<file path="config.mk">
export PLATFORM = sky130hd
export DESIGN_NAME = mrx_top
export DESIGN_NICKNAME = d
export VERILOG_FILES = /design/src/hw/mrx_pkg.sv /design/src/hw/mrx_sync3.sv /design/src/hw/mrx_rxc_div.sv /design/src/hw/mrx_top.sv
export SDC_FILE = /design/constraint.sdc
export NUM_CORES = 1
export LEC_CHECK = 0
export ABC_AREA = 1
export BUFFER_PORTS_ARGS = -buffer_cell sky130_fd_sc_hd__buf_2
export CAP_MARGIN = 10
export CORE_MARGIN = 4
export CORE_UTILIZATION = 52
export DETAILED_ROUTE_END_ITERATION = 7
export PLACE_DENSITY_LB_ADDON = 0.2
export SLEW_MARGIN = 20
export SYNTH_ARGS = -nofsm -noshare
export SYNTH_HDL_FRONTEND = slang
export SYNTH_SLANG_ARGS = --single-unit
export TNS_END_PERCENT = 5
</file>
<file path="constraint.sdc">
create_clock -name pclk -period 1.89 [get_ports pclk]
set_input_delay 0.0945 -clock pclk [delete_from_list [all_inputs] [get_ports pclk]]
set_output_delay 0.0945 -clock pclk [all_outputs]
set_load 0.005 [all_outputs]
</file>
<file path="src/hw/mrx_pkg.sv">
// Shared constants for the receive pin block and strap latch
package mrx_pkg;
  // System clock rate in hertz
  localparam int unsigned CLK_HZ = 125_000_000;
  // Receive clock rate at 100 Mb/s, in hertz
  localparam int unsigned RXC_FAST_HZ = 25_000_000;
  // Receive clock rate at 10 Mb/s, in hertz
  localparam int unsigned RXC_SLOW_HZ = 2_500_000;
  // Receive clock periods in system clock cycles
  localparam int unsigned RXC_FAST_CYC = CLK_HZ / RXC_FAST_HZ;
  localparam int unsigned RXC_SLOW_CYC = CLK_HZ / RXC_SLOW_HZ;
  // Width of the divider counter
  localparam int unsigned DIV_W = 6;
  // Last strap counter value; the strap pins stay inputs while it counts 0 to 7 after reset release
  localparam logic [3:0] STRAP_LAST = 4'h7;
  // Register byte offsets
  localparam logic [11:0] CTRL_OFS = 12'h000;
  localparam logic [11:0] STAT_OFS = 12'h004;
  localparam logic [11:0] MGMT_OFS = 12'h008;
  localparam logic [11:0] MSHIFT_OFS = 12'h00c;
  // Reset values
  localparam logic [31:0] CTRL_RST = 32'h0000_0003;
  localparam logic [31:0] MGMT_RST = 32'h0000_0000;
  // Control register fields
  localparam int unsigned CTRL_SPEED_BIT = 0;
  localparam int unsigned CTRL_RUN_BIT = 1;
  // Management drive register fields
  localparam int unsigned MGMT_VAL_BIT = 0;
  localparam int unsigned MGMT_DRV_BIT = 1;
  // Status register fields
  localparam int unsigned STAT_LOOP_BIT = 5;
  localparam int unsigned STAT_ISO_BIT = 6;
  localparam int unsigned STAT_DONE_BIT = 7;
  localparam int unsigned STAT_SPEED_BIT = 8;
  // Width of the management sample shifter
  localparam int unsigned MSHIFT_W = 16;
  // Width of the synchronised pin group
  localparam int unsigned SYNC_W = 9;
endpackage

</file>
<file path="src/hw/mrx_sync3.sv">
// Three-stage pin synchroniser with agreement filter
module mrx_sync3 import mrx_pkg::*; #(
  parameter int unsigned W = 1
) (
  // Clock and reset
  input wire logic pclk,
  input wire logic presetn,
  // Asynchronous pin levels
  input wire logic [W-1:0] pin_in,
  // Filtered levels
  output logic [W-1:0] lvl_out
);
  // Three stages; the first feeds only the second
  logic [W-1:0] s1_reg;
  logic [W-1:0] s2_reg;
  logic [W-1:0] s3_reg;

  // Shift chain
  always_ff @(posedge pclk or negedge presetn) begin
    if (!presetn) begin
      s1_reg <= '0;
      s2_reg <= '0;
      s3_reg <= '0;
    end else begin
      s1_reg <= pin_in;
      s2_reg <= s1_reg;
      s3_reg <= s2_reg;
    end
  end

  // A bit changes only when stages two and three agree
  always_ff @(posedge pclk or negedge presetn) begin
    if (!presetn) begin
      lvl_out <= '0;
    end else begin
      for (int i = 0; i < W; i++) begin
        if (s2_reg[i] == s3_reg[i]) begin
          lvl_out[i] <= s3_reg[i];
        end
      end
    end
  end
endmodule

</file>
<file path="src/hw/mrx_rxc_div.sv">
// Receive clock divider with data launch pulse
module mrx_rxc_div import mrx_pkg::*; (
  // Clock and reset
  input wire logic pclk,
  input wire logic presetn,
  // Speed select, high for 100 Mb/s
  input wire logic speed100,
  // Divided clock level and launch pulse on its falling edge
  output logic rxc_out,
  output logic fall_pulse,
  // Speed in force for the current period
  output logic speed_act
);
  // Period counter
  logic [DIV_W-1:0] cnt_reg;
  // Period and high time for the active speed
  logic [DIV_W-1:0] per_last;
  logic [DIV_W-1:0] hi_cyc;

  // Period length follows the speed latched at the last wrap
  always_comb begin
    if (speed_act) begin
      per_last = DIV_W'(RXC_FAST_CYC - 1);
      hi_cyc = DIV_W'((RXC_FAST_CYC + 1) / 2);
    end else begin
      per_last = DIV_W'(RXC_SLOW_CYC - 1);
      hi_cyc = DIV_W'((RXC_SLOW_CYC + 1) / 2);
    end
  end

  // Count periods; speed changes only on a period boundary
  always_ff @(posedge pclk or negedge presetn) begin
    if (!presetn) begin
      cnt_reg <= '0;
      speed_act <= 1'b1;
    end else if (cnt_reg == per_last) begin
      cnt_reg <= '0;
      speed_act <= speed100;
    end else begin
      cnt_reg <= cnt_reg + 1'b1;
    end
  end

  // Clock high in the first part, pulse marks the fall
  always_ff @(posedge pclk or negedge presetn) begin
    if (!presetn) begin
      rxc_out <= 1'b0;
      fall_pulse <= 1'b0;
    end else begin
      rxc_out <= (cnt_reg < hi_cyc);
      fall_pulse <= (cnt_reg == hi_cyc);
    end
  end

  // Fast period is exactly five cycles while the speed holds
  a_fast_period: assert property (@(posedge pclk) disable iff (!presetn)
    $rose(rxc_out) && speed_act ##1 speed_act[*4] |=> $rose(rxc_out))
    else $error("fast receive clock period wrong");

  // Slow clock stays high exactly twenty-five cycles
  a_slow_high: assert property (@(posedge pclk) disable iff (!presetn)
    $rose(rxc_out) && !speed_act |-> ##25 $fell(rxc_out))
    else $error("slow receive clock high time wrong");
endmodule

</file>
<file path="src/hw/mrx_top.sv">
// Receive pin driver, strap latch and APB register slave
//
// The address map and register access over APB were decided locally.
module mrx_top import mrx_pkg::*; (
  // System clock and reset
  input wire logic pclk,
  input wire logic presetn,
  // APB slave
  input wire logic [11:0] paddr,
  input wire logic psel,
  input wire logic penable,
  input wire logic pwrite,
  input wire logic [31:0] pwdata,
  output logic [31:0] prdata,
  output logic pready,
  output logic pslverr,
  // Receive stream from the coding logic
  input wire logic [3:0] core_nib,
  input wire logic core_dv,
  input wire logic core_er,
  output logic core_take,
  // Receive data pins
  input wire logic [3:0] rxd_in,
  output logic [3:0] rxd_out,
  output logic [3:0] rxd_oe_n,
  // Receive data valid pin
  input wire logic rx_dv_in,
  output logic rx_dv_out,
  output logic rx_dv_oe_n,
  // Receive error pin
  input wire logic rx_er_in,
  output logic rx_er_out,
  output logic rx_er_oe_n,
  // Receive clock pin
  output logic rxc_out,
  // Lowest address strap from outside
  input wire logic strap_addr_bit0_in,
  // Management clock and data pins
  input wire logic mdc_in,
  input wire logic mdio_in,
  output logic mdio_out,
  output logic mdio_oe_n,
  // Latched configuration
  output logic [4:0] management_bus_address,
  output logic pcs_loopback_en,
  output logic isolate_en
);
  // Filtered pin levels
  logic [SYNC_W-1:0] pin_lvl;
  logic [3:0] rxd_s;
  logic dv_s;
  logic er_s;
  logic addr0_s;
  logic mdc_s;
  logic mdio_s;
  // Divider outputs
  logic rxc_q;
  logic launch;
  logic speed_act;
  // Software registers
  logic [31:0] ctrl_reg;
  logic [31:0] mgmt_reg;
  logic [MSHIFT_W-1:0] mshift_reg;
  // Strap sequence state
  logic [3:0] strap_cnt_reg;
  logic strap_done_reg;
  logic strap_latch;
  // Management clock edge tracking
  logic mdc_d_reg;
  logic mdc_rise;
  logic mdc_fall;
  // Bus decode
  logic apb_setup;
  logic apb_write;
  logic [31:0] rd_next;
  logic rd_hit;
  // Pins driven once straps are taken and not isolated
  logic drive_ok;

  // Pin group synchroniser
  mrx_sync3 #(
    .W(SYNC_W)
  ) u_sync (
    .pclk(pclk),
    .presetn(presetn),
    .pin_in({mdio_in, mdc_in, strap_addr_bit0_in, rx_er_in, rx_dv_in,
             rxd_in}),
    .lvl_out(pin_lvl)
  );

  // Split the filtered group
  assign rxd_s = pin_lvl[3:0];
  assign dv_s = pin_lvl[4];
  assign er_s = pin_lvl[5];
  assign addr0_s = pin_lvl[6];
  assign mdc_s = pin_lvl[7];
  assign mdio_s = pin_lvl[8];

  // Receive clock generator
  mrx_rxc_div u_div (
    .pclk(pclk),
    .presetn(presetn),
    .speed100(ctrl_reg[CTRL_SPEED_BIT]),
    .rxc_out(rxc_q),
    .fall_pulse(launch),
    .speed_act(speed_act)
  );

  // Clock pin copy keeps the output a plain flop
  always_ff @(posedge pclk or negedge presetn) begin
    if (!presetn) begin
      rxc_out <= 1'b0;
    end else begin
      rxc_out <= rxc_q;
    end
  end

  // Strap window: pins stay inputs while the count runs
  assign strap_latch = !strap_done_reg && (strap_cnt_reg == STRAP_LAST);

  always_ff @(posedge pclk or negedge presetn) begin
    if (!presetn) begin
      strap_cnt_reg <= '0;
      strap_done_reg <= 1'b0;
    end else if (!strap_done_reg) begin
      strap_cnt_reg <= strap_cnt_reg + 1'b1;
      strap_done_reg <= strap_latch;
    end
  end

  // Capture the straps once, then hold until reset
  always_ff @(posedge pclk or negedge presetn) begin
    if (!presetn) begin
      management_bus_address <= '0;
      pcs_loopback_en <= 1'b0;
      isolate_en <= 1'b0;
    end else if (strap_latch) begin
      management_bus_address[0] <= addr0_s;
      management_bus_address[1] <= rxd_s[3];
      management_bus_address[2] <= rxd_s[2];
      management_bus_address[3] <= rxd_s[1];
      management_bus_address[4] <= rxd_s[0];
      pcs_loopback_en <= dv_s;
      isolate_en <= er_s;
    end
  end

  // Isolation releases the data, valid and error pins; the receive clock pin stays driven
  assign drive_ok = strap_done_reg && !isolate_en;

  // Output enables, active low
  always_ff @(posedge pclk or negedge presetn) begin
    if (!presetn) begin
      rxd_oe_n <= 4'hf;
      rx_dv_oe_n <= 1'b1;
      rx_er_oe_n <= 1'b1;
    end else begin
      rxd_oe_n <= {4{!drive_ok}};
      rx_dv_oe_n <= !drive_ok;
      rx_er_oe_n <= !drive_ok;
    end
  end

  // Launch a nibble on each receive clock fall
  always_ff @(posedge pclk or negedge presetn) begin
    if (!presetn) begin
      rxd_out <= '0;
      rx_dv_out <= 1'b0;
      rx_er_out <= 1'b0;
      core_take <= 1'b0;
    end else begin
      core_take <= 1'b0;
      if (launch) begin
        if (drive_ok && ctrl_reg[CTRL_RUN_BIT]) begin
          // Invalid content is forced to zero
          rxd_out <= core_dv ? core_nib : 4'h0;
          rx_dv_out <= core_dv;
          rx_er_out <= core_er;
          core_take <= 1'b1;
        end else begin
          // Stopped: idle the stream
          rxd_out <= 4'h0;
          rx_dv_out <= 1'b0;
          rx_er_out <= 1'b0;
        end
      end
    end
  end

  // Management clock edges
  assign mdc_rise = mdc_s && !mdc_d_reg;
  assign mdc_fall = !mdc_s && mdc_d_reg;

  always_ff @(posedge pclk or negedge presetn) begin
    if (!presetn) begin
      mdc_d_reg <= 1'b0;
    end else begin
      mdc_d_reg <= mdc_s;
    end
  end

  // Sample management data on each rising edge
  always_ff @(posedge pclk or negedge presetn) begin
    if (!presetn) begin
      mshift_reg <= '0;
    end else if (mdc_rise) begin
      mshift_reg <= {mshift_reg[MSHIFT_W-2:0], mdio_s};
    end
  end

  // Drive management data only after a falling edge
  always_ff @(posedge pclk or negedge presetn) begin
    if (!presetn) begin
      mdio_out <= 1'b0;
      mdio_oe_n <= 1'b1;
    end else if (mdc_fall) begin
      mdio_out <= mgmt_reg[MGMT_VAL_BIT];
      mdio_oe_n <= !mgmt_reg[MGMT_DRV_BIT];
    end
  end

  // Bus phases
  assign apb_setup = psel && !penable;
  assign apb_write = psel && penable && pready && pwrite;

  // Read mux and address check
  always_comb begin
    rd_next = '0;
    rd_hit = 1'b1;
    unique case (paddr)
      CTRL_OFS: rd_next = ctrl_reg;
      STAT_OFS: begin
        rd_next[4:0] = management_bus_address;
        rd_next[STAT_LOOP_BIT] = pcs_loopback_en;
        rd_next[STAT_ISO_BIT] = isolate_en;
        rd_next[STAT_DONE_BIT] = strap_done_reg;
        rd_next[STAT_SPEED_BIT] = speed_act;
      end
      MGMT_OFS: rd_next = mgmt_reg;
      MSHIFT_OFS: rd_next[MSHIFT_W-1:0] = mshift_reg;
      default: rd_hit = 1'b0;
    endcase
  end

  // No wait state: answer prepared during setup
  always_ff @(posedge pclk or negedge presetn) begin
    if (!presetn) begin
      pready <= 1'b0;
      pslverr <= 1'b0;
      prdata <= '0;
    end else begin
      pready <= apb_setup;
      pslverr <= apb_setup && !rd_hit;
      // Read data only for a mapped read
      prdata <= (apb_setup && !pwrite) ? rd_next : 32'h0000_0000;
    end
  end

  // Writable registers; status and shifter ignore writes
  always_ff @(posedge pclk or negedge presetn) begin
    if (!presetn) begin
      ctrl_reg <= CTRL_RST;
      mgmt_reg <= MGMT_RST;
    end else if (apb_write) begin
      if (paddr == CTRL_OFS) begin
        ctrl_reg <= {30'h0000_0000, pwdata[1:0]};
      end
      if (paddr == MGMT_OFS) begin
        mgmt_reg <= {30'h0000_0000, pwdata[1:0]};
      end
    end
  end

  // Nibble moves only right after a receive clock fall
  a_rxd_on_fall: assert property (@(posedge pclk) disable iff (!presetn)
    $changed(rxd_out) |-> $past(launch))
    else $error("receive nibble changed off the clock fall");

  // Content is zero whenever data valid is low
  a_dv_low_zero: assert property (@(posedge pclk) disable iff (!presetn)
    !rx_dv_out |-> rxd_out == 4'h0)
    else $error("nibble not idle while data valid low");

  // Address bits take the data pin levels in reverse order
  a_addr_capture: assert property (@(posedge pclk) disable iff (!presetn)
    strap_latch |=> management_bus_address[4:1] ==
      {$past(rxd_s[0]), $past(rxd_s[1]), $past(rxd_s[2]),
       $past(rxd_s[3])})
    else $error("address strap captured wrong");

  // Loopback follows the data valid strap
  a_loop_capture: assert property (@(posedge pclk) disable iff (!presetn)
    strap_latch |=> pcs_loopback_en == $past(dv_s))
    else $error("loopback strap captured wrong");

  // Isolation follows the error strap and sets the error pin enable to match
  a_iso_capture: assert property (@(posedge pclk) disable iff (!presetn)
    strap_latch |=> isolate_en == $past(er_s) ##1
      (isolate_en == rx_er_oe_n))
    else $error("isolate strap not applied");

  // Pins stay inputs until the strap window ends
  a_pins_released: assert property (@(posedge pclk) disable iff (!presetn)
    !strap_done_reg |-> rxd_oe_n == 4'hf && rx_dv_oe_n && rx_er_oe_n)
    else $error("strap pin driven during strap window");

  // Straps never move after the window
  a_straps_hold: assert property (@(posedge pclk) disable iff (!presetn)
    strap_done_reg && $past(strap_done_reg) |->
      $stable(management_bus_address) && $stable(pcs_loopback_en) &&
      $stable(isolate_en))
    else $error("latched strap changed after reset");

  // Management data drive changes only after a clock fall
  a_mdio_on_fall: assert property (@(posedge pclk) disable iff (!presetn)
    $changed(mdio_out) || $changed(mdio_oe_n) |-> $past(mdc_fall))
    else $error("management data changed off the clock fall");

  // Setup is answered in the next cycle
  a_apb_ready: assert property (@(posedge pclk) disable iff (!presetn)
    apb_setup |=> pready ##1 !pready)
    else $error("bus answer not one cycle after setup");
endmodule

</file>
Word level (Yosys, flattened, before mapping)

Cells that the tools add are included.

Word-level logic and storage cells: 93
Input bits: 64
Register bits after elaboration: 108

$add $sub $neg: 2
Equal/unequal tests: 15
Magnitude comparators: 1
Reductions and logical operators: 24
Muxes and demuxes: 14

Operators with widths:

| operator                                       | count |
|---|---|
| one-hot mux 9 bit (4 select lines)             | 1 |
| == test 12 x 4 -> 1 bit, second input constant | 2 |
| 2-to-1 mux 16 bit                              | 1 |
| == test 12 x 3 -> 1 bit, second input constant | 1 |
| == test 6 bit                                  | 2 |
| zero test 12 bit                               | 1 |
| 2-to-1 mux 6 bit                               | 2 |
| logical AND 1 bit                              | 11 |
| == test 1 bit                                  | 9 |
| zero test 1 bit                                | 9 |
| 2-to-1 mux 4 bit                               | 2 |
| 2-to-1 mux 7 bit                               | 1 |
| adder 6 x 1 -> 6 bit, second input constant    | 1 |
| < comparator 6 bit                             | 1 |
| 2-to-1 mux 1 bit                               | 6 |
| 2-to-1 mux 5 bit                               | 1 |
| adder 4 x 1 -> 4 bit, second input constant    | 1 |
| == test 4 x 3 -> 1 bit, second input constant  | 1 |
| AND reduction 2 bit                            | 2 |
| OR reduction 4 bit                             | 1 |

Logic depth before layout (Yosys ltp)

Depth after elaboration: 5
Mapped depth: 9
Gate-level depth less buffers: 7

Hierarchy

Synthesis repeated with hierarchy kept, for this count alone.

Cells, all modules: 430
Area total of the unflattened synthesis: 4306.6 um^2

By module, submodules not included:

| module      | area each (um^2) | times used | sequential area each (um^2) | cells each |
|---|---|---|---|---|
| mrx_top     | 2733.9           | 1          | 1556.5                      | 289 |
| mrx_sync3   | 1047.3           | 1          | 900.9                       | 72 |
| mrx_rxc_div | 525.5            | 1          | 226.5                       | 69 |

Worst setup path before layout

OpenSTA, ideal clock, no wires.

Kind: reg2reg
Start point: reg u_div.speed_act
End point: reg u_div.cnt_reg[5]
Period minus slack after synthesis: 1.347 ns
Slack: 0.543 ns
Path buffers: 0
Library setup time: 0.077 ns
Required time: 1.813 ns
Cell stages (with the launch flop): 7
Data arrival time: 1.270 ns
Cell sequence: dfstp_2 > ha_1 > inv_1 > nor3_1 > nand3_1 > o21ai_0 > a21oi_1

Word-level cells in the longest chain between the ends: 3

Ends and longest elaborated chain:

| element                  | line              | text |
|---|---|---|
| start: declaration       | mrx_rxc_div.sv:12 | `output logic speed_act` |
| start signal: assignment | mrx_rxc_div.sv:38 | `speed_act <= speed100;` |
| 2-to-1 mux 6 bit         | mrx_rxc_div.sv:22 | `if (speed_act) begin` |
| == test 6 bit            | mrx_rxc_div.sv:36 | `end else if (cnt_reg == per_last) begin` |
| 2-to-1 mux 6 bit         | mrx_rxc_div.sv:36 |  |
| end signal: assignment   | mrx_rxc_div.sv:40 | `cnt_reg <= cnt_reg + 1'b1;` |
| end: declaration         | mrx_rxc_div.sv:15 | `logic [DIV_W-1:0] cnt_reg;` |

No other way between the ends.
A chain may end at the register's enable or synchronous reset.

Final worst setup path

Start point: reg u_sync.lvl_out[7]
End point: reg mshift_reg[11]

Word-level cells in the longest chain between the ends: 1

Ends and longest elaborated chain:

| element                          | line            | text |
|---|---|---|
| start: declaration               | mrx_sync3.sv:11 | `output logic [W-1:0] lvl_out` |
| start signal: indexed assignment | mrx_sync3.sv:38 | `lvl_out[i] <= s3_reg[i];` |
| logical AND 1 bit                | mrx_top.sv:191  | `assign mdc_rise = mdc_s && !mdc_d_reg;` |
| end signal: assignment           | mrx_top.sv:207  | `mshift_reg <= {mshift_reg[MSHIFT_W-2:0], mdio_s};` |
| end: declaration                 | mrx_top.sv:63   | `logic [MSHIFT_W-1:0] mshift_reg;` |

No other way between the ends.

==> flow_metrics.env <==
export IMPL_status="finished, final reports clean"
export IMPL_tightest_slew_ps=943.6
export IMPL_num_rows=32
export IMPL_clkPwrFrac=0.316
export IMPL_grt_remaining_overflow=0
export IMPL_post_cts_resized=0
export IMPL_clock_sinks=107
export IMPL_netSwitchingFraction=0.2493
export IMPL_dp_hpwl_mm=5.133
export IMPL_io_pins=121
export IMPL_drc=0
export IMPL_hold_viol=0
export IMPL_synth_edff_count=0
export IMPL_path_class="flop to flop"
export IMPL_synth_distinct_cells=34
export IMPL_cap_violations=0
export IMPL_rsz0062_at_grt="no"
export IMPL_globalRouteMet1Util=0.2069
export IMPL_clk_transition_reported_paths_ps=90
export IMPL_finalNetCount=548
export IMPL_final_antenna_net_count=0
export IMPL_initial_core_util=0.5415
export IMPL_dieHeight_um=98.40
export IMPL_netlist_area_leader_share=0.6007
export IMPL_startpoint_type="flop"
export IMPL_use_met3=0.04857
export IMPL_yosysSeqAreaShare=0.6316
export IMPL_syn_to_final_growth_pct=18.14
export IMPL_cts_root_buf="clkbuf_8"
export IMPL_ctsHoldBuffers=20
export IMPL_p_int_mw=3.331
export IMPL_p_sw_mw=1.106
export IMPL_diodes=0
export IMPL_dieArea_mm2=0.009682
export IMPL_synthTopCellsByArea="dfrtp_1, inv_1, nand2_1, buf_4, o21ai_0"
export IMPL_syn_inst=386
export IMPL_report_final_slew_viol_count=0
export IMPL_fin_crit_ps=1560
export IMPL_p_comb_frac=0.095
export IMPL_drtIter0Drc=65
export IMPL_die_w_um=98.40
export IMPL_slowest_delay_ps=720
export IMPL_tritoncts="yes"
export IMPL_grt_pass1_wl_mm=12.70
export IMPL_max_vdd_ir_drop_uv=510.8
export IMPL_finalSetupViolations=0
export IMPL_p_per_area_mw_per_mm2=884.0
export IMPL_routedWlPerCell_um=12.50
export IMPL_tns_ps=0
export IMPL_gp_routability_congestion=0.7286
export IMPL_num_vias=2780
export IMPL_track_usage=0.1632
export IMPL_cts_setup_buffers=0
export IMPL_async_flop_share=1.000
export IMPL_maxSlewHeadroom=0.3709
export IMPL_syn_cell_area_mm2=0.004249
export IMPL_fin_worst_skew_ps=7.780
export IMPL_cts_buffers=9
export IMPL_total_power_mw=4.437
export IMPL_htreeDepth=3
export IMPL_synth_top_flop_cell="dfrtp_1"
export IMPL_coreArea_mm2=0.007848
export IMPL_cts_path_max_buffers=2
export IMPL_yosysWarnings=0
export IMPL_cp_top_family="simple AND/OR/NAND/NOR gates"
export IMPL_grt_pass1_vias=2788
export IMPL_cpMaxStageDelayCell="or2_1"
export IMPL_port_buffers=74
export IMPL_cp_end_kind="flop"
export IMPL_dr_pass1_iters=4
export IMPL_grt_util_met2=0.2694
export IMPL_syn_avg_cell_area_um2=11.01
export IMPL_critPathBufInv=1
export IMPL_synth_top_area_cell="dfrtp_1"
export IMPL_postRouteWirelength_mm=7.325
export IMPL_fmax_mhz=641.1
export IMPL_ys_ff_latch=107
export IMPL_grt_max_degree=108
export IMPL_crit_chain="inv_1 > or2_1 > o21ai_0"
export IMPL_hold_path_class="primary input to flop"
export IMPL_vias_per_cell=4.744
export IMPL_p_leak_nw=2.503
export IMPL_required_ps=2090
export IMPL_seq_power_share=0.589
export IMPL_antenna_found_initial=0
export IMPL_drive_gt1_frac=0.2727
export IMPL_min_period_over_period=0.8253
export IMPL_clk_latency_ps=360
export IMPL_arrival_ps=1760
export IMPL_grt_busiest_layer="met2"
export IMPL_worst_hold_slack_ps=34.49
export IMPL_critPathMaxFanout=32
-- worst min-delay path: stages --
cell     delay [ps]
buf_2           130
nand3_1          70
o21ai_0          70
-- cells by family after synthesis --
kind of cell             Yosys count  share of synthesized area
adder cells (fa/ha/maj)           14                    0.03593
flip-flops                       107                     0.6316
XOR/XNOR                           5                    0.01031
other                              1                  0.0008825
AND/OR/NAND/NOR                  125                     0.1496
multiplexers                       7                    0.01855
AO/OA/AOI/OAI                     44                    0.05448
buffers and inverters             83                    0.09864
-- worst paths after layout --
path	startpoint	to	slack, ps	depth (start not counted)
max	u_sync.lvl_out[7]	mshift_reg[11]	330	3
min	core_dv	rxd_out[0]	30	3
max reg2reg	u_sync.lvl_out[7]	mshift_reg[11]	330	3
min reg2reg	u_sync.s1_reg[5]	u_sync.s2_reg[5]	350	0
max in group asynchronous	presetn	mshift_reg[8]	1170	3
min in group asynchronous	presetn	rxd_out[0]	330	3
-- layer usage --
layer / routed length, µm / part of all wire
met1: 3192 / 0.44
met3: 427 / 0.058
met4: 110 / 0.015
met5: 0 / 0
met2: 3594 / 0.49
-- cell type report --
type	count	area (µm²)
fill	636	2828
sequential	107	2684
multi-input combinational	211	1202
timing repair buffer	96	600.6
inverter	54	202.7
clock buffer	11	141.4
tap	102	127.6
clock inverter	5	61.31
-- through the flow --
step | util | cell area, µm² | setup WS, ps | cells
2_1_floorplan | - | 4305 | 542.9 | 401
3_3_place_gp | 0.5883 | 4617 | 387.0 | 550
3_5_place_dp | 0.5883 | 4617 | 337.8 | 550
4_1_cts | 0.6397 | 5020 | 315.2 | 586
5_1_grt | 0.6397 | 5020 | 140.0 | 586
6_report | 0.6397 | 5020 | 330.3 | 586
-- cell usage after synthesis (4+ instances only) --
master    instances
a21oi_1           6
buf_4            22
clkbuf_1          4
dfrtp_1         102
dfstp_2           5
ha_1              5
inv_1            53
maj3_1            9
mux2_2            7
nand2_1          49
nand2_2           4
nand3_1          18
nand3_2           7
nor2_1           16
nor2_2            9
nor3_1            9
o21ai_0          29
o21ai_1           6
xor2_1            4
-- placed cells by master (no fill, tap or decap), types with 2 or more instances in the layout --
master         instances
ha_1                   5
inv_1                 53
o21ai_0               29
nor3_1                 9
o21ai_1                6
clkbuf_8              10
nor2_2                 9
clkinvlp_4             2
conb_1                16
xor2_1                 4
buf_4                  2
buf_2                 73
o21ai_2                3
nand3_2                7
nand2_1               49
nor2_1                16
nand2_2                4
nand4_1                3
nor2_4                 3
mux2_2                 7
dfrtp_1              102
nand3b_1               2
dfstp_2                5
dlygate4sd3_1         20
nand3_1               18
maj3_1                 9
a21oi_1                6
-- power groups by stage --
stage          Combinational [mW]  Sequential [mW]  Clock [mW]
5_1_grt                     0.495             2.65        1.52
6_report                    0.421             2.61        1.40
3_5_place_dp                0.394             2.66           0
2_1_floorplan               0.266             2.63           0
4_1_cts                     0.430             2.62        1.43
3_3_place_gp                0.375             2.65           0
(Power assumes the default switching activity.)
